**config.mk**
```make
export PLATFORM = sky130hd
export DESIGN_NAME = pobl_loader
export DESIGN_NICKNAME = d
export VERILOG_FILES = /design/src/hdl/pobl_pkg.sv /design/src/hdl/pobl_loader.sv
export SDC_FILE = /design/constraint.sdc
export NUM_CORES = 1
export LEC_CHECK = 0
export BUFFER_PORTS_ARGS = -buffer_cell sky130_fd_sc_hd__buf_4
export CORE_MARGIN = 4
export CORE_UTILIZATION = 53
export CTS_BUF_LIST = sky130_fd_sc_hd__clkbuf_4 sky130_fd_sc_hd__clkbuf_8
export DETAILED_ROUTE_END_ITERATION = 8
export GPL_TIMING_DRIVEN = 0
export PLACE_DENSITY = 0.75
export SYNTH_ARGS = -nofsm -noshare
export SYNTH_HDL_FRONTEND = slang
export SYNTH_SLANG_ARGS = --single-unit
```
**constraint.sdc**
```tcl
create_clock -name clk_sys_in -period 2.4 [get_ports clk_sys_in]
set_input_delay 0.36 -clock clk_sys_in [delete_from_list [all_inputs] [get_ports clk_sys_in]]
set_output_delay 0.36 -clock clk_sys_in [all_outputs]
set_load 0.005 [all_outputs]
```
**src/hdl/pobl_pkg.sv**
```systemverilog
// constants, types and mode codes shared by the bitstream loader
// assumes a single 125 MHz system clock; every other rate is an enable
//
// What this block does
// - reset rising edge starts active serial load
// - active clock from oscillator or external pin
// - send flash wake instruction before any read
// - wait at least 30 us after wake
// - fast read starts at 24-bit address zero
// - support active, passive and jtag loads
// - x16 and x32 refused in security mode
// - control block writes bitstream into memory
// - bad signature halts, good enters user mode
package pobl_pkg;
    // clock and timing
    localparam int unsigned CLK_HZ          = 125_000_000;
    localparam int unsigned WAKE_WAIT_US    = 30;
    localparam int unsigned WAKE_WAIT_CYC   =
        (WAKE_WAIT_US * (CLK_HZ / 1_000_000));        // least time, exact
    localparam int unsigned PASSIVE_WAIT_US = 32;
    localparam int unsigned PASSIVE_WAIT_CYC =
        (PASSIVE_WAIT_US * (CLK_HZ / 1_000_000));
    localparam int unsigned OSC_DIV_DEF     = 4;      // internal osc divider

    // flash instructions and start address
    localparam logic [7:0]  FLASH_WAKE_CMD  = 8'hAB;
    localparam logic [7:0]  FLASH_FREAD_CMD = 8'h0B;
    localparam logic [23:0] FLASH_START_ADR = 24'h000000;
    localparam int unsigned FREAD_DUMMY_BITS = 8;
    localparam logic [5:0]  HDR_BITS_WAKE   = 6'h08;
    localparam logic [5:0]  HDR_BITS_FREAD  = 6'h28;  // cmd+addr+dummy

    // memory word and signature
    localparam int unsigned WORD_W          = 32;
    localparam logic [31:0] SIG_WORD_DEF    = 32'hA5C3_5A3C; // arbitrary

    // load mode select
    typedef enum logic [1:0] {
        POBL_MODE_ACTIVE  = 2'h0,
        POBL_MODE_PASSIVE = 2'h1,
        POBL_MODE_JTAG    = 2'h2
    } pobl_mode_t;

    // passive bus widths
    typedef enum logic [2:0] {
        POBL_W_X1 = 3'h0, POBL_W_X2 = 3'h1, POBL_W_X4 = 3'h2,
        POBL_W_X8 = 3'h3, POBL_W_X16 = 3'h4, POBL_W_X32 = 3'h5
    } pobl_width_t;

    // memory write carrier
    typedef struct packed {
        logic        wr;
        logic [15:0] addr;
        logic [31:0] data;
    } pobl_cmem_wr_t;

    // loader status carrier
    typedef struct packed {
        logic busy;
        logic user_mode;
        logic sig_fail;
        logic width_err;
    } pobl_status_t;
endpackage

```
**src/hdl/pobl_loader.sv**
```systemverilog
// bitstream loader: active serial flash master, passive slave, jtag feed
// assumes pins sampled by clk_sys_in; the external config clock pin is
//   an ordinary input whose rising edges are found by three-flop sampling
`timescale 1ns/100ps
module pobl_loader #(
    parameter int unsigned WAKE_CYC   = pobl_pkg::WAKE_WAIT_CYC,
    parameter int unsigned OSC_DIV    = pobl_pkg::OSC_DIV_DEF,
    parameter int unsigned LOAD_WORDS = 16,
    parameter logic [31:0] SIG_WORD   = pobl_pkg::SIG_WORD_DEF
) (
    // clock and reset
    input  wire logic                    clk_sys_in,
    input  wire logic                    rst_n_in,
    // configuration straps and pins
    input  wire logic                    config_reset_n_in,
    input  wire pobl_pkg::pobl_mode_t    mode_sel_in,
    input  wire pobl_pkg::pobl_width_t   passive_width_in,
    input  wire logic                    security_en_in,
    input  wire logic                    use_ext_clk_in,
    input  wire logic                    external_config_clock_pin_in,
    // serial flash side
    output logic                         flash_sclk_out,
    output logic                         flash_cs_n_out,
    output logic                         flash_mosi_out,
    input  wire logic                    flash_miso_in,
    // passive and jtag serial feed
    input  wire logic                    passive_clk_in,
    input  wire logic                    passive_data_in,
    input  wire logic                    jtag_valid_in,
    input  wire logic                    jtag_bit_in,
    // configuration memory and status
    output pobl_pkg::pobl_cmem_wr_t      cmem_wr_out,
    output pobl_pkg::pobl_status_t       status_out
);
    import pobl_pkg::*;

    ////////////////////////////////////////////////////////////////////
    // pin synchronisers: three flops, change counts when 2nd and 3rd agree
    logic [2:0] rst_s_reg, eclk_s_reg, miso_s_reg, pclk_s_reg, pdat_s_reg;
    logic       rst_q_reg;                   // filtered reset level
    logic       eclk_q_reg;                  // filtered ext clock level
    logic       pclk_q_reg;                  // filtered passive clock level
    logic       miso_q_reg;
    logic       pdat_q_reg;

    // sampling of the reset, external clock, flash and passive pins; jtag inputs are used directly
    always_ff @(posedge clk_sys_in or negedge rst_n_in) begin
        if (!rst_n_in) begin
            rst_s_reg  <= 3'h0;
            eclk_s_reg <= 3'h0;
            miso_s_reg <= 3'h0;
            pclk_s_reg <= 3'h0;
            pdat_s_reg <= 3'h0;
            rst_q_reg  <= 1'b0;
            eclk_q_reg <= 1'b0;
            pclk_q_reg <= 1'b0;
            miso_q_reg <= 1'b0;
            pdat_q_reg <= 1'b0;
        end else begin
            rst_s_reg  <= {rst_s_reg[1:0], config_reset_n_in};
            eclk_s_reg <= {eclk_s_reg[1:0], external_config_clock_pin_in};
            miso_s_reg <= {miso_s_reg[1:0], flash_miso_in};
            pclk_s_reg <= {pclk_s_reg[1:0], passive_clk_in};
            pdat_s_reg <= {pdat_s_reg[1:0], passive_data_in};
            // only stages 1 and 2 are compared; stage 0 feeds stage 1 only
            if (rst_s_reg[1] == rst_s_reg[2])   rst_q_reg  <= rst_s_reg[2];
            if (eclk_s_reg[1] == eclk_s_reg[2]) eclk_q_reg <= eclk_s_reg[2];
            if (pclk_s_reg[1] == pclk_s_reg[2]) pclk_q_reg <= pclk_s_reg[2];
            if (miso_s_reg[1] == miso_s_reg[2]) miso_q_reg <= miso_s_reg[2];
            if (pdat_s_reg[1] == pdat_s_reg[2]) pdat_q_reg <= pdat_s_reg[2];
        end
    end

    // edge detection on filtered levels
    logic rst_d_reg, eclk_d_reg, pclk_d_reg;
    always_ff @(posedge clk_sys_in or negedge rst_n_in) begin
        if (!rst_n_in) begin
            rst_d_reg  <= 1'b0;
            eclk_d_reg <= 1'b0;
            pclk_d_reg <= 1'b0;
        end else begin
            rst_d_reg  <= rst_q_reg;
            eclk_d_reg <= eclk_q_reg;
            pclk_d_reg <= pclk_q_reg;
        end
    end
    wire logic rst_rise  = rst_q_reg & ~rst_d_reg;        // start trigger
    wire logic in_reset  = ~rst_q_reg;
    wire logic eclk_rise = eclk_q_reg & ~eclk_d_reg;
    wire logic pclk_rise = pclk_q_reg & ~pclk_d_reg;

    ////////////////////////////////////////////////////////////////////
    // internal oscillator stand-in: divider producing an enable pulse
    logic [7:0] osc_cnt_reg;
    always_ff @(posedge clk_sys_in or negedge rst_n_in) begin
        if (!rst_n_in)                                      osc_cnt_reg <= 8'h00;
        else if (osc_cnt_reg == 8'(OSC_DIV - 1))            osc_cnt_reg <= 8'h00;
        else                                                osc_cnt_reg <= osc_cnt_reg + 8'h01;
    end
    // one enable per half period of the flash clock
    wire logic osc_tick = (osc_cnt_reg == 8'(OSC_DIV - 1));
    wire logic act_tick = use_ext_clk_in ? eclk_rise : osc_tick;

    ////////////////////////////////////////////////////////////////////
    // load state machine, gray coded along the active path
    typedef enum logic [2:0] {
        ST_IDLE  = 3'b000,
        ST_WAKE  = 3'b001,
        ST_WAIT  = 3'b011,
        ST_FREAD = 3'b010,
        ST_DATA  = 3'b110,
        ST_CHECK = 3'b111,
        ST_USER  = 3'b101,
        ST_HALT  = 3'b100
    } pobl_state_t;

    pobl_state_t state_reg;
    logic [31:0] wait_cnt_reg;               // wake delay counter
    logic [5:0]  hdr_cnt_reg;                // header bits left to shift
    logic [39:0] hdr_sh_reg;                 // command/address shifter
    logic        sclk_reg;                   // flash clock level
    logic [4:0]  bit_cnt_reg;                // bits into current word
    logic [31:0] word_sh_reg;
    logic [15:0] word_cnt_reg;
    logic        width_bad;

    // x16/x32 passive widths are locked out under security
    assign width_bad = security_en_in && (mode_sel_in == POBL_MODE_PASSIVE) &&
                       (passive_width_in == POBL_W_X16 ||
                        passive_width_in == POBL_W_X32);

    // one serial bit arrives per source edge; only x1 is modelled serially
    logic bit_stb, bit_val;
    always_comb begin
        bit_stb = 1'b0;
        bit_val = 1'b0;
        case (mode_sel_in)
            POBL_MODE_ACTIVE: begin
                bit_stb = act_tick && sclk_reg;                 // sample on fall
                bit_val = miso_q_reg;
            end
            POBL_MODE_PASSIVE: begin
                bit_stb = pclk_rise;
                bit_val = pdat_q_reg;
            end
            POBL_MODE_JTAG: begin
                bit_stb = jtag_valid_in;
                bit_val = jtag_bit_in;
            end
            default: begin
                bit_stb = 1'b0;
            end
        endcase
    end

    // sequencer
    always_ff @(posedge clk_sys_in or negedge rst_n_in) begin
        if (!rst_n_in) begin
            state_reg    <= ST_IDLE;
            wait_cnt_reg <= 32'h0000_0000;
            hdr_cnt_reg  <= 6'h00;
            hdr_sh_reg   <= 40'h00_0000_0000;
        end else if (in_reset) begin
            state_reg    <= ST_IDLE;
        end else begin
            case (state_reg)
                ST_IDLE: begin
                    if (rst_rise && !width_bad) begin
                        if (mode_sel_in == POBL_MODE_ACTIVE) begin
                            state_reg   <= ST_WAKE;
                            hdr_sh_reg  <= {FLASH_WAKE_CMD, 32'h0000_0000};
                            hdr_cnt_reg <= HDR_BITS_WAKE;
                        end else begin
                            state_reg   <= ST_DATA;             // slave modes
                        end
                    end
                end
                ST_WAKE: begin
                    // shift out on falling flash clock
                    if (act_tick && sclk_reg) begin
                        hdr_sh_reg  <= {hdr_sh_reg[38:0], 1'b0};
                        hdr_cnt_reg <= hdr_cnt_reg - 6'h01;
                        if (hdr_cnt_reg == 6'h01) begin
                            state_reg    <= ST_WAIT;
                            wait_cnt_reg <= 32'h0000_0000;
                        end
                    end
                end
                ST_WAIT: begin
                    wait_cnt_reg <= wait_cnt_reg + 32'h0000_0001;
                    if (wait_cnt_reg >= 32'(WAKE_CYC - 1)) begin
                        state_reg   <= ST_FREAD;
                        hdr_sh_reg  <= {FLASH_FREAD_CMD, FLASH_START_ADR,
                                        8'h00};
                        hdr_cnt_reg <= HDR_BITS_FREAD;
                    end
                end
                ST_FREAD: begin
                    if (act_tick && sclk_reg) begin
                        hdr_sh_reg  <= {hdr_sh_reg[38:0], 1'b0};
                        hdr_cnt_reg <= hdr_cnt_reg - 6'h01;
                        if (hdr_cnt_reg == 6'h01) state_reg <= ST_DATA;
                    end
                end
                ST_DATA: begin
                    // sequential read continues until the image is in
                    if (bit_stb && bit_cnt_reg == 5'h1F &&
                        word_cnt_reg == 16'(LOAD_WORDS)) state_reg <= ST_CHECK;
                end
                ST_CHECK: begin
                    // last word holds the signature
                    if (word_sh_reg == SIG_WORD) state_reg <= ST_USER;
                    else                         state_reg <= ST_HALT;
                end
                default: begin
                    state_reg <= state_reg;                      // user or halt hold
                end
            endcase
        end
    end

    ////////////////////////////////////////////////////////////////////
    // flash clock and select; clock idles low between commands
    always_ff @(posedge clk_sys_in or negedge rst_n_in) begin
        if (!rst_n_in)
            sclk_reg <= 1'b0;
        else if (state_reg == ST_WAKE || state_reg == ST_FREAD ||
                 (state_reg == ST_DATA && mode_sel_in == POBL_MODE_ACTIVE)) begin
            if (act_tick) sclk_reg <= ~sclk_reg;
        end else
            sclk_reg <= 1'b0;
    end

    // output pins registered
    always_ff @(posedge clk_sys_in or negedge rst_n_in) begin
        if (!rst_n_in) begin
            flash_sclk_out <= 1'b0;
            flash_cs_n_out <= 1'b1;
            flash_mosi_out <= 1'b0;
        end else begin
            flash_sclk_out <= sclk_reg;
            flash_mosi_out <= hdr_sh_reg[39];
            // select dropped during wait so the wake instruction completes
            flash_cs_n_out <= !(state_reg == ST_WAKE || state_reg == ST_FREAD ||
                               (state_reg == ST_DATA &&
                                mode_sel_in == POBL_MODE_ACTIVE));
        end
    end

    ////////////////////////////////////////////////////////////////////
    // bitstream assembly and memory write
    always_ff @(posedge clk_sys_in or negedge rst_n_in) begin
        if (!rst_n_in) begin
            bit_cnt_reg  <= 5'h00;
            word_sh_reg  <= 32'h0000_0000;
            word_cnt_reg <= 16'h0000;
            cmem_wr_out  <= '0;
        end else if (in_reset || state_reg == ST_IDLE) begin
            bit_cnt_reg  <= 5'h00;
            word_cnt_reg <= 16'h0000;
            cmem_wr_out  <= '0;
        end else begin
            cmem_wr_out.wr <= 1'b0;
            if (state_reg == ST_DATA && bit_stb) begin
                word_sh_reg <= {word_sh_reg[30:0], bit_val};
                bit_cnt_reg <= bit_cnt_reg + 5'h01;
                if (bit_cnt_reg == 5'h1F) begin
                    word_cnt_reg <= word_cnt_reg + 16'h0001;
                    // image words go to memory; the trailing signature does not
                    if (word_cnt_reg < 16'(LOAD_WORDS)) begin
                        cmem_wr_out.wr   <= 1'b1;
                        cmem_wr_out.addr <= word_cnt_reg;
                        cmem_wr_out.data <= {word_sh_reg[30:0], bit_val};
                    end
                end
            end
        end
    end

    // status from state
    always_ff @(posedge clk_sys_in or negedge rst_n_in) begin
        if (!rst_n_in)
            status_out <= '0;
        else begin
            status_out.busy      <= (state_reg != ST_IDLE) &&
                                    (state_reg != ST_USER) && (state_reg != ST_HALT);
            status_out.user_mode <= (state_reg == ST_USER);
            status_out.sig_fail  <= (state_reg == ST_HALT);
            status_out.width_err <= width_bad;
        end
    end
endmodule

```
# Yosys cells after proc, flatten, opt, wreduce, memory -nomap -nowiden
# Index checks and enable logic that the tools add are counted.
[totals] regBits=222 input_bits=16 output_inout_bits=56 wordCells=156
[classes] addsub=5 magnitude_cmp=2 n_eq_ne=38 muxes=39 bitwise_logic=9 reduce_logical=31
[op_table] operator="two-way mux 49 bit" count=4
[op_table] operator="two-way mux 40 bit" count=4
[op_table] operator="one-hot mux 40 bit (3 select lines)" count=1
[op_table] operator="two-way mux 32 bit" count=2
[op_table] operator="one-hot mux 32 bit (2 select lines)" count=1
[op_table] operator="two-way mux 16 bit" count=3
[op_table] operator="adder 32 x 1 -> 32 bit (second input constant)" count=1
[op_table] operator="equality test 32 bit (second input constant)" count=1
[op_table] operator="greater-or-equal comparator 32 x 12 -> 1 bit (second input constant)" count=1
[op_table] operator="two-way mux 3 bit" count=9
[op_table] operator="inequality test 3 bit (second input constant)" count=9
[op_table] operator="two-way mux 6 bit" count=4
[op_table] operator="equality test 3 bit (second input constant)" count=6
[op_table] operator="one-hot mux 3 bit (6 select lines)" count=1
[op_table] operator="one-hot mux 6 bit (3 select lines)" count=1
[op_table] operator="adder 16 x 1 -> 16 bit (second input constant)" count=1
[op_table] operator="equality test 16 x 5 -> 1 bit (second input constant)" count=1
[op_table] operator="less-than comparator 16 x 5 -> 1 bit (second input constant)" count=1
[op_table] operator="inequality test 2 bit (second input constant)" count=6
[op_table] operator="logical AND 1 bit" count=10
[op_table] operator="two-way mux 5 bit" count=2
[op_table] operator="adder 8 x 1 -> 8 bit (second input constant)" count=1
[op_table] operator="equality test 8 x 2 -> 1 bit (second input constant)" count=1
[op_table] operator="two-way mux 8 bit" count=1
[op_table] operator="27 further kinds" count=52

# Longest topological paths before layout
# Gate-level depths: netlist of run 1.
[logic_depth] word_depth=10 depth_mapped=10 ltp_nobuf=8

# Worst setup path before layout of run 1
# OpenSTA, ideal clock, no wires.
[synth_timing] kind="reg-to-reg" startpoint="register osc_cnt_reg[0]" endpoint="register hdr_cnt_reg[4]" setup_ps=69 arrival_time_ps=2346 required_time_ps=2331 setup_slack_ps=-15 stages_incl_launch_ff=9 n_path_buf=1 period_less_slack_ps=2415 path_cell_list="dfrtp_1 > ha_1 > nor4b_2 > o2bb2ai_1 > a21oi_1 > or4_1 > buf_2 > or4_1 > nand3_1"
[synth_between] elab_chain_len=5
[synth_lines] item="from (decl)" line_no="pobl_loader.sv:94" text="logic [7:0] osc_cnt_reg;"
[synth_lines] item="from (signal assigned)" line_no="pobl_loader.sv:98" text="else osc_cnt_reg <= osc_cnt_reg + 8'h01;"
[synth_lines] item="equality test 8 x 2 -> 1 bit" line_no="pobl_loader.sv:101" text="wire logic osc_tick = (osc_cnt_reg == 8'(OSC_DIV - 1));"
[synth_lines] item="two-way mux 1 bit" line_no="pobl_loader.sv:102" text="wire logic act_tick = use_ext_clk_in ? eclk_rise : osc_tick;"
[synth_lines] item="logical AND 1 bit" line_no="pobl_loader.sv:180, pobl_loader.sv:199"
[synth_lines] item="inequality test 2 x 1 -> 1 bit (no line)"
[synth_lines] item="AND reduction 6 bit (no line)"
[synth_lines] item="to (signal assigned)" line_no="pobl_loader.sv:182" text="hdr_cnt_reg <= hdr_cnt_reg - 6'h01;"
[synth_lines] item="to (signal assigned)" line_no="pobl_loader.sv:201" text="hdr_cnt_reg <= hdr_cnt_reg - 6'h01;"
[synth_lines] item="to (decl)" line_no="pobl_loader.sv:119" text="logic [5:0] hdr_cnt_reg;"
# No other way between the ends.
# A chain may end at the register's enable or synchronous reset.

# Worst setup path in the final report of run 1
[layout_timing] startpoint="register eclk_d_reg" endpoint="register cmem_wr_out[13] in the netlist's numbering"
[layout_between] elab_chain_len=8
[layout_lines] item="from (decl)" line_no="pobl_loader.sv:75" text="logic rst_d_reg, eclk_d_reg, pclk_d_reg;"
[layout_lines] item="from (signal assigned)" line_no="pobl_loader.sv:83" text="eclk_d_reg <= eclk_q_reg;"
[layout_lines] item="NOT 1 bit" line_no="pobl_loader.sv:89" text="wire logic eclk_rise = eclk_q_reg & ~eclk_d_reg;"
[layout_lines] item="bitwise AND 1 bit" line_no="pobl_loader.sv:89"
[layout_lines] item="two-way mux 1 bit" line_no="pobl_loader.sv:102"
[layout_lines] item="logical AND 1 bit" line_no="pobl_loader.sv:139" text="bit_stb = act_tick && sclk_reg;"
[layout_lines] item="one-hot mux 1 bit (3 select lines)" line_no="pobl_loader.sv:137" text="case (mode_sel_in)"
[layout_lines] item="logical AND 1 bit" line_no="pobl_loader.sv:264" text="if (state_reg == ST_DATA && bit_stb) begin"
[layout_lines] item="nonzero test 2 bit (no line)"
[layout_lines] item="AND reduction 3 bit (no line)"
[layout_lines] item="to (decl)" line_no="pobl_loader.sv:32" text="output pobl_pkg::pobl_cmem_wr_t cmem_wr_out,"
# No other way between the ends.

==> results.tsv, run 1 <==
stage	metric	value	unit
timing	finalSetupViolCount	0	
finish	diodes	0	
run	timing.max_cap.violations	0	
grt	number_of_antenna_violations_at_the_first_check_in_global_routing	0	
timing	grt_setup_unrepaired	true	
grt	first_global_vias	5874	
yosys	synth_top_cells_by_area	dfrtp_1, mux2_2, a22o_1	
cts	cts.sink_count	190	
yosys	synth_warnings	0	
yosys	synth-compound-area-share	8.64	%
cts	cts_inserted_buffers	17	
place	placement.io_buffers	69	
worst_setup_path	cpPeakStageDelay	510	ps
place	dp_hpwl	11.9	mm
power	power_leakage	0.00460	µW
yosys	synth_top_cell_by_area	dfrtp_1	
cts	clk_pin_slew_worst_paths	100	ps
finish	layout.cells.most_common_list	dfrtp_1, buf_4, nor2_1	
yosys	synthesis.nets	734	
timing	finClkSkew	16.0	ps
timing	worstMarginPinSlew	651	ps
floorplan	die_h	132	µm
timing	whs	221	ps
yosys	synth_simple_gate_area_share	17.6	%
worst_setup_path	critical_path_peak_fanout	6	
place	placed_cells_incl_taps	966	
worst_setup_path	setup_cp_type	reg2reg	
worst_setup_path	critical_path_required	2810	ps
finish	layout-drive-gt1-share	27.1	%
worst_hold_path	hold_endpoint	state_reg[2]	
route	totalWireLength	18.1	mm
worst_setup_path	worst_r2r_start	eclk_d_reg	
timing	finalHoldViolCount	0	
yosys	synth_edf_count	0	
floorplan	die_x	132	µm
route	detail_route.first_pass.iterations	5	
cts	clock_tree.htree_level_count	4	
route	antenna_left	0	
route	drc_errors	0	
floorplan	core_area	15100	µm²
grt	grt-ovfl-total	0	
yosys	share_of_synthesized_area_occupied_by_flip_flops_and_latches	58.3	%
route	avgViaCountPerCell	5.72	
place	gp_congestion	0.866	
grt	largest_net_degree_at_the_start_of_global_routing	106	
cts	clock-root-buffer	clkbuf_8	
finish	layout_commonest_cell	dfrtp_1	
worst_setup_path	crit_path_cell_trace	or4b_4, o211ai_4, o21ai_4, buf_6, nor2_4, nor4b_4, buf_4, clkbuf_16, a22o_1	
finish	layoutNonFillerInstCount	1036	
floorplan	initial_utilization	53.8	%
finish	flow.area_growth_from_synthesis	22.0	%
yosys	synth_xor_area_share	5.59	%
grt	globalRouteTotalUtil	21.1	%
yosys	dominant_combinational_cell_family_by_area_after_synthesis	simple AND/OR/NAND/NOR gates	
worst_hold_path	worstHoldStart	mode_sel_in[0]	
worst_setup_path	crit-reg2reg-capture	cmem_wr_out[13]	
yosys	synthArstFlopShare	100	%
worst_setup_path	timing.critical_path.from_type	flip-flop	
timing	timing.max_slew.rel_slack	56.6	%
power	power_density_of_the_placed_cells	733	nW/µm²
route	routedWlPerCell	17.4	µm
route	routed-via-count	5930	
timing	period_needed	2380	ps
worst_setup_path	worstPathArrival	2790	ps
timing	finalSetupTns	0	ps
yosys	synth_cell_types	60	
finish	largest_register_ff_count	49	
cts	ctsLongestPathBuffers	2	
floorplan	design.die.area	17400	µm²
yosys	syn-cell-area	8150	µm²
finish	design.final.nets	861	
status	status	finished, final reports clean	
timing	post-route-period-util	99.2	%
timing	highest_clock_rate	420	MHz
grt	grt_first_pass_wirelength	30.2	mm
cts	insertion_delay	470	ps
yosys	netlist.area_leader.share	58.0	%
yosys	ys_ff_latch	190	
yosys	dominantRegCellSynth	dfrtp_1	
power	vdd.ir_drop.worst	423	µV
worst_setup_path	timing.critical_path.to_type	flip-flop	
place	worst_slack_after_detailed_placement	-631	ps
timing	slew_viol_final	0	
worst_hold_path	hold_path.class	in2reg	
yosys	synth.area.mux_share	5.06	%
floorplan	io-pin-count	72	
cts	tritoncts	done	
yosys	share_of_synthesized_cell_area_in_full_adder_half_adder_and_majority_cells	2.15	%
worst_setup_path	reg2reg_setup_slack	20	ps
worst_hold_path	hold_path_depth	3	
worst_setup_path	cpMaxStageDelayCell	or4b_4	
yosys	syn_inst	708	
worst_setup_path	r2r.worst_path.cells	9	
route	drt_iter0_markers	493	
floorplan	count_of_standard_cell_rows	45	
timing	post-route-worst-setup-slack	19.4	ps
yosys	synth.avg_cell_area	11.5	µm²
-- critical path: cells and delay by family, from the launching register on --
kind            cells  cell delay [ps]
flops               1              420
simple gates        3              950
compound gates      3              460
buf+inv             3              510
-- layer usage --
metal | track usage [%] | vias to the layer above | wire [µm] | share of wire (%)
met5 | 0 | - | 0 | 0
met1 | 29.0 | 2975 | 8050 | 45
met4 | 7.47 | 0 | 237 | 1.3
met3 | 4.58 | 23 | 896 | 5.0
met2 | 33.4 | 157 | 8870 | 49
li1 | - | 2775 | - | -
-- worst max-delay path by stage --
stage / from / end / slack, ps / cells past startpoint
CTS: osc_cnt_reg[1] / cmem_wr_out[16] / -3 / 11
floorplan: osc_cnt_reg[0] / cmem_wr_out[26] / 20 / 10
global placement: osc_cnt_reg[0] / cmem_wr_out[14] / -550 / 10
detailed placement: osc_cnt_reg[0] / cmem_wr_out[16] / -630 / 10
finish: eclk_d_reg / cmem_wr_out[13] / 20 / 9
global route: osc_cnt_reg[1] / cmem_wr_out[6] / -80 / 11
-- cell type report --
class | count | area, µm²
plain buffers | 29 | 193
well taps | 188 | 235
fillers | 1122 | 5200
multi-input cells | 470 | 3390
clock buffers | 18 | 241
clock inverters | 14 | 140
flip-flops and latches | 190 | 4760
repair buffers | 113 | 941
inverters | 14 | 52.6
-- metrics by stage --
step           util, %  area [µm²]  power [µW]
2_1_floorplan        -        8160        4560
3_5_place_dp      59.1        8950        5060
5_1_grt           65.7        9950        7690
3_3_place_gp      58.9        8910        4970
4_1_cts           63.9        9680        7240
6_report          65.7        9950        7290
-- where the power goes --
part | internal (µW) | switching [µW]
Combinational | 610 | 1020
Sequential | 3440 | 161
Clock | 869 | 1190
Total | 4920 | 2370
-- timing repair --
action / CTS / global route
cloned: 0 / 3
pin swaps: 6 / 25
hold buffers: 6 / 0
resized for setup: 28 / 48
endpoints found under the hold margin: 90 / 0
setup endpoints to repair: 145 / 130
setup buffers: 22 / 12
-- logic make-up (layout without fill, tap and decap cells) --
logic type               count (synthesis)  in the layout
flip-flops                             190            190
AO/OA/AOI/OAI                           95             95
AND/OR/NAND/NOR                        271            271
XOR/XNOR                                52             52
adder cells (fa/ha/maj)                 15             15
buffers and inverters                   48            188
multiplexers                            37             37
-- Yosys cell counts (all sizes together) (4+ instances only) --
cell type and count:
o211ai 4, nor4 22, nor2 79, o31ai 5, buf 12, or3 6, nor3 22, inv 14
nor3b 4, and2 14, nor4b 4, nand2 41, and3 10, clkbuf 22, xor2 22, o21ai 18
ha 10, nand4 21, a22o 35, a21oi 12, dfrtp 189, maj3 5, mux2 34, xnor2 30
nand3 26
Power figures use the tool's default switching activity.
==> inputs of run 2 (changes only) <==
--- a/config.mk
+++ b/config.mk
@@ -11,7 +11,7 @@
 export CTS_BUF_LIST = sky130_fd_sc_hd__clkbuf_4 sky130_fd_sc_hd__clkbuf_8
 export DETAILED_ROUTE_END_ITERATION = 8
 export GPL_TIMING_DRIVEN = 0
-export PLACE_DENSITY = 0.75
+export PLACE_DENSITY = 0.84
 export SYNTH_ARGS = -nofsm -noshare
 export SYNTH_HDL_FRONTEND = slang
 export SYNTH_SLANG_ARGS = --single-unit
==> run 2 against run 1 <==
Net effect: the flow now finishes with violations (setup timing); highest routed layer unchanged; largest cell class unchanged; setup slack lost 59 ps; largest power group unchanged; total power is 3.0% higher; clock skew about the same.
==> results.tsv, run 2 (synthesis gave the netlist of run 1 again) <==
stage	metric	value	unit	change
status	status	complete, but fails checks		
status	failing_checks	setup timing		
route	avgViaCountPerCell	5.78		+1.1%
place	placement.io_buffers	69		unchanged
place	placed_cells_incl_taps	966		unchanged
power	power_leakage	0.00463	µW	+0.56%
timing	period_needed	2440	ps	+58.7 ps
timing	slew_viol_final	0		unchanged
finish	flow.area_growth_from_synthesis	23.1	%	
timing	finClkSkew	16.1	ps	+0.0443 ps
grt	first_global_vias	5954		+1.4%
finish	layoutNonFillerInstCount	1042		+0.58%
route	totalWireLength	18.4	mm	+2.0%
power	power_frac_seq	48.1	%	-1.3 points
power	power_frac_clock	30.4	%	+2.1 points
timing	worstMarginPinSlew	681	ps	+29.7 ps
finish	largest_register_ff_count	49		unchanged
worst_setup_path	critical_path_peak_fanout	10		+4
timing	finalHoldViolCount	0		unchanged
timing	timing.max_slew.rel_slack	54.4	%	-2.3 points
worst_setup_path	worstPathArrival	2800	ps	about the same
cts	insertion_delay	470	ps	about the same
finish	diodes	0		unchanged
worst_setup_path	r2r.worst_path.cells	9		unchanged
route	routedWlPerCell	17.7	µm	+1.4%
finish	layout_commonest_cell	dfrtp_1		
finish	layout-drive-gt1-share	27.0	%	-0.073 points
grt	largest_net_degree_at_the_start_of_global_routing	118		+11%
worst_hold_path	hold_path.class	in2reg		
floorplan	die_x	132	µm	unchanged
route	drt_iter0_markers	451		-8.5%
cts	cts.sink_count	190		unchanged
power	sw_frac_of_total	31.3	%	-1.2 points
cts	clock-root-buffer	clkbuf_8		
cts	tritoncts	done		
finish	design.final.nets	867		+0.70%
worst_setup_path	timing.critical_path.from_type	flip-flop		
power	power_density_of_the_placed_cells	748	nW/µm²	+2.1%
floorplan	die_h	132	µm	unchanged
route	antenna_left	0		unchanged
floorplan	core_area	15100	µm²	unchanged
grt	number_of_antenna_violations_at_the_first_check_in_global_routing	0		unchanged
grt	grt-ovfl-total	0		unchanged
run	timing.max_cap.violations	0		unchanged
floorplan	initial_utilization	53.8	%	unchanged
cts	ctsLongestPathBuffers	2		unchanged
worst_setup_path	critical_path_required	2760	ps	-50 ps
timing	post-route-worst-setup-slack	-39.3	ps	-58.7 ps
cts	clk_pin_slew_worst_paths	100	ps	about the same
worst_setup_path	setup_cp_type	reg2reg		
cts	cts_inserted_buffers	17		unchanged
timing	highest_clock_rate	410	MHz	-2.4%
grt	globalRouteTotalUtil	20.5	%	-0.53 points
route	drc_errors	0		unchanged
floorplan	count_of_standard_cell_rows	45		unchanged
floorplan	design.die.area	17400	µm²	unchanged
timing	post-route-period-util	102	%	+2.4 points
finish	final_core_utilization	66.3	%	+0.58 points
power	power.switching	2350	µW	-0.91%
power	power.share.combinational	21.5	%	-0.8 points
finish	layout.cells.most_common_list	dfrtp_1, buf_4, nor2_1		
timing	finalSetupViolCount	23		+23
worst_setup_path	timing.critical_path.to_type	flip-flop		
power	vdd.ir_drop.worst	501	µV	+18%
cts	clock_tree.htree_level_count	4		unchanged
floorplan	io-pin-count	72		unchanged
route	detail_route.first_pass.iterations	5		unchanged
timing	grt_setup_unrepaired	true		
place	gp_congestion	0.829		-4.2%
power	report.power.total	7510	µW	+3.0%
place	dp_hpwl	11.6	mm	-2.9%
route	routed-via-count	6027		+1.6%
power	cell_internal_power	5160	µW	+4.8%
grt	grt_first_pass_wirelength	29.4	mm	-2.3%
worst_hold_path	hold_path_depth	3		unchanged
==> run 2: cell types whose count changed in the layout (fill, tap and decap cells not counted), sizes merged <==
cell | before | now
inv | 24 | 20
clkbuf | 37 | 39
clkinv | 2 | 4
buf | 117 | 121
bufinv | 1 | 3
==> run 2: through the flow <==
stage	area (µm²)	setup WS (ps)	hold slack, ps	TNS (ps)
after detailed placement	8950	-570	338	-34350
final	10000	-39.3	247	-286
after floorplan	8160	19.8	64.4	0
after global routing	10000	-131	233	-5350
after global placement	8910	-511	332	-64860
after CTS	9700	2.51	231	0
==> run 2: final timing paths <==
path                           startpoint               end  slack, ps
min in group asynchronous        rst_n_in     status_out[3]        450
max                        osc_cnt_reg[4]   cmem_wr_out[19]        -40
min                        mode_sel_in[0]      state_reg[2]        250
min reg2reg                 eclk_s_reg[0]     eclk_s_reg[1]        360
max reg2reg                osc_cnt_reg[4]   cmem_wr_out[19]        -40
max in group asynchronous        rst_n_in  word_cnt_reg[13]       1020
==> run 2: per-layer routing <==
layer / track usage, % / part of all wire [%] / vias up
met3: 3.82 / 4.2 / 40
met4: 7.58 / 2.6 / 0
met1: 28.8 / 45 / 2996
li1: - / - / 2797
met5: 0 / 0 / -
met2: 32.2 / 48 / 194
==> run 2: final cells by class <==
class | count | area (µm²)
multi-input combinational | 470 | 3360
clock buffer | 18 | 241
inverter | 14 | 52.6
clock inverter | 14 | 196
fill | 1082 | 5110
buffer | 31 | 203
tap | 188 | 235
sequential | 190 | 4760
timing repair buffer | 117 | 988
==> run 2: what timing repair did <==
action / CTS / global route
hold endpoints to repair: 77 / 0
cloned: 0 / 4
hold buffers: 6 / 0
resized for setup: 29 / 38
pin swaps: 6 / 41
endpoints found under the setup margin: 136 / 130
buffers inserted: 16 / 21
==> run 2: power by group through the flow <==
stage / Sequential [µW] / Clock [µW] / Combinational, µW
2_1_floorplan: 3630 / 0 / 935
3_3_place_gp: 3660 / 0 / 1330
3_5_place_dp: 3670 / 0 / 1380
4_1_cts: 3610 / 2300 / 1490
5_1_grt: 3650 / 2440 / 1790
6_report: 3610 / 2280 / 1610
==> run 2: worst max-delay path, stage by stage, from the launching register on <==
cell and delay [ps]:
dfrtp_2 450, nor4_4 420, and4_4 320, o21ai_4 70
buf_4 160, nor4_4 210, nor2_2 110, clkbuf_8 200
buf_4 180, a22o_1 200
==> inputs of run 3 (changes only) <==
--- a/config.mk
+++ b/config.mk
@@ -9,9 +9,12 @@
 export CORE_MARGIN = 4
 export CORE_UTILIZATION = 53
 export CTS_BUF_LIST = sky130_fd_sc_hd__clkbuf_4 sky130_fd_sc_hd__clkbuf_8
+export CTS_CLUSTER_SIZE = 16
 export DETAILED_ROUTE_END_ITERATION = 8
 export GPL_TIMING_DRIVEN = 0
 export PLACE_DENSITY = 0.84
+export SKIP_CTS_REPAIR_TIMING = 1
+export SKIP_LAST_GASP = 1
 export SYNTH_ARGS = -nofsm -noshare
 export SYNTH_HDL_FRONTEND = slang
 export SYNTH_SLANG_ARGS = --single-unit
==> run 3 against run 2 <==
Net effect: fmax is 2.9% higher; clock skew about the same; cell count fell by 1.5%; critical path depth up 1; combinational power is 4% higher; register-to-register slack improved by 70 ps; the run now ends clean; sequential cell count stayed put; core utilization is 1.1 points lower; global-route usage shrank 0.59 points; non-clock buffer count decreased by 16; routed wire length is 3.6% lower.
==> results.tsv, run 3 (synthesis gave the netlist of run 1 again) <==
stage	metric	value	unit	change
status	status	finished, final reports clean		
worst_hold_path	hold_path.class	in2reg		
floorplan	core_area	15100	µm²	unchanged
worst_setup_path	timing.critical_path.to_type	flip-flop		
power	power.share.combinational	22.2	%	+0.7 points
finish	fillers	1102		+1.8%
finish	layout-drive-gt1-share	25.5	%	-1.5 points
grt	number_of_antenna_violations_at_the_first_check_in_global_routing	0		unchanged
cts	clock-root-buffer	clkbuf_8		
timing	period_needed	2370	ps	-68.7 ps
cts	ctsLongestPathBuffers	2		unchanged
floorplan	initial_utilization	53.8	%	unchanged
grt	grt-ovfl-total	0		unchanged
worst_setup_path	worstPathArrival	2720	ps	-80 ps
timing	finClkSkew	16.2	ps	+0.177 ps
worst_setup_path	timing.critical_path.from_type	flip-flop		
worst_setup_path	crit-reg2reg-capture	hdr_cnt_reg[2]		
timing	finalSetupViolCount	0		-100%
worst_setup_path	critical_path_required	2750	ps	about the same
worst_setup_path	critical_path_peak_fanout	10		unchanged
finish	layoutNonFillerInstCount	1026		-1.5%
timing	post-route-period-util	98.8	%	-2.9 points
route	drt_iter0_markers	447		-0.89%
route	routed-via-count	5988		-0.65%
timing	highest_clock_rate	422	MHz	+2.9%
route	detail_route.first_pass.iterations	7		+2
floorplan	io-pin-count	72		unchanged
worst_setup_path	reg2reg_setup_slack	30	ps	+70 ps
cts	insertion_delay	470	ps	about the same
power	power_frac_seq	47.8	%	-0.3 points
cts	clock_tree.htree_level_count	4		unchanged
finish	layout.cells.most_common_list	dfrtp_1, buf_4, nor2_1		
timing	grt_setup_unrepaired	true		
worst_setup_path	cpMaxStageDelayCell	or4_1		
finish	largest_register_ff_count	49		unchanged
worst_setup_path	r2r.worst_path.cells	10		+1
cts	cts.sink_count	190		unchanged
finish	layout_commonest_cell	dfrtp_1		
worst_hold_path	worstHoldStart	mode_sel_in[0]		
power	power_density_of_the_placed_cells	769	nW/µm²	+2.7%
finish	diodes	0		unchanged
grt	grt_first_pass_wirelength	28.6	mm	-3.0%
cts	tritoncts	done		
floorplan	die_x	132	µm	unchanged
timing	finalHoldViolCount	0		unchanged
power	cell_internal_power	5180	µW	+0.46%
floorplan	design.die.area	17400	µm²	unchanged
cts	clk_pin_slew_worst_paths	90	ps	about the same
route	avgViaCountPerCell	5.84		+0.90%
place	placement.io_buffers	69		unchanged
place	dp_hpwl	11.6	mm	unchanged
floorplan	count_of_standard_cell_rows	45		unchanged
worst_setup_path	cpPeakStageDelay	490	ps	+40 ps
grt	globalRouteTotalUtil	19.9	%	-0.59 points
power	power_frac_clock	30.0	%	-0.4 points
worst_setup_path	setup_cp_type	reg2reg		
timing	worstMarginPinSlew	735	ps	+54.3 ps
worst_setup_path	crit_path_cell_trace	ha_4, nor4b_4, buf_4, o2bb2ai_4, a21oi_1, or4_1, buf_6, buf_4, o21ai_2, o31ai_1		
timing	slew_viol_final	0		unchanged
route	routedWlPerCell	17.3	µm	-2.0%
power	sw_frac_of_total	31.6	%	+0.32 points
grt	largest_net_degree_at_the_start_of_global_routing	118		unchanged
route	antenna_left	0		unchanged
finish	seq_area	4760	µm²	unchanged
finish	design.final.nets	851		-1.8%
route	drc_errors	0		unchanged
place	placed_cells_incl_taps	966		unchanged
timing	post-route-worst-setup-slack	29.4	ps	+68.7 ps
worst_setup_path	timing.critical_path.from	osc_cnt_reg[0]		
finish	flow.area_growth_from_synthesis	20.9	%	
floorplan	die_h	132	µm	unchanged
timing	timing.max_slew.rel_slack	50.7	%	-3.6 points
grt	first_global_vias	5798		-2.6%
worst_setup_path	timing.critical_path.mode_cell	buf_4		
worst_hold_path	hold_endpoint	state_reg[2]		
finish	area_of_combinational_cells_with_multiple_inputs	3370	µm²	+0.37%
cts	cts_inserted_buffers	17		unchanged
power	power.switching	2400	µW	+2.0%
worst_hold_path	hold_path_depth	3		unchanged
power	vdd.ir_drop.worst	502	µV	+0.18%
route	totalWireLength	17.8	mm	-3.6%
place	gp_congestion	0.829		unchanged
worst_setup_path	worst_r2r_start	osc_cnt_reg[0]		
run	timing.max_cap.violations	0		unchanged
place	worst_slack_after_detailed_placement	-570	ps	unchanged
power	power_leakage	0.00453	µW	-2.1%
run 3: metal layers:
metal  track usage [%]  part of all wire, %
met1              28.2                   46
met2              31.0                   48
met3              3.70                  4.2
met4              7.64                  2.6
met5                 0                    0
run 3: final cells by class:
class                   count  share of cell area (%)
flip-flops and latches    190                    48.3
multi-input cells         470                    34.2
repair buffers            101                    8.20
clock buffers              18                    2.45
well taps                 188                    2.39
plain buffers              31                    2.00
clock inverters            14                    1.99
inverters                  14                   0.533
run 3: stage by stage:
stage	utilization, %	instance area (µm²)	TNS (ps)	power, µW	hold slack [ps]
floorplan	-	8160	0	4560	64.4
global placement	58.9	8910	-64860	4990	332
detailed placement	59.1	8950	-34350	5040	338
CTS	62.0	9390	-38590	7280	-132
global route	65.1	9860	-359	7950	234
finish	65.1	9860	0	7580	252
run 3: worst max-delay path, delay by kind of cell, from the launching register on:
family / cells / cell delay (ps)
and+or+nand+nor: 2 / 720
buffers and inverters: 3 / 500
DFF: 1 / 430
AOI/OAI and AO/OA: 4 / 440
adders and majority gates: 1 / 160
run 3: how the worst max path moves through the flow:
| stage | endpoint | slack (ps) | cells past startpoint |
|---|---|---|---|
| after detailed placement | cmem_wr_out[29] | -570 | 9 |
| after CTS | cmem_wr_out[19] | -620 | 9 |
| final | hdr_cnt_reg[2] | 30 | 10 |
| after global placement | cmem_wr_out[18] | -510 | 10 |
| after floorplan | cmem_wr_out[26] | 20 | 10 |
| after global routing | hdr_cnt_reg[2] | -60 | 9 |
run 3: power groups by stage:
| stage | registers [µW] | logic [µW] | clock network [µW] |
|---|---|---|---|
| global placement | 3660 | 1330 | 0 |
| CTS | 3610 | 1370 | 2300 |
| finish | 3620 | 1680 | 2270 |
| floorplan | 3630 | 935 | 0 |
| detailed placement | 3670 | 1380 | 0 |
| global route | 3650 | 1850 | 2440 |
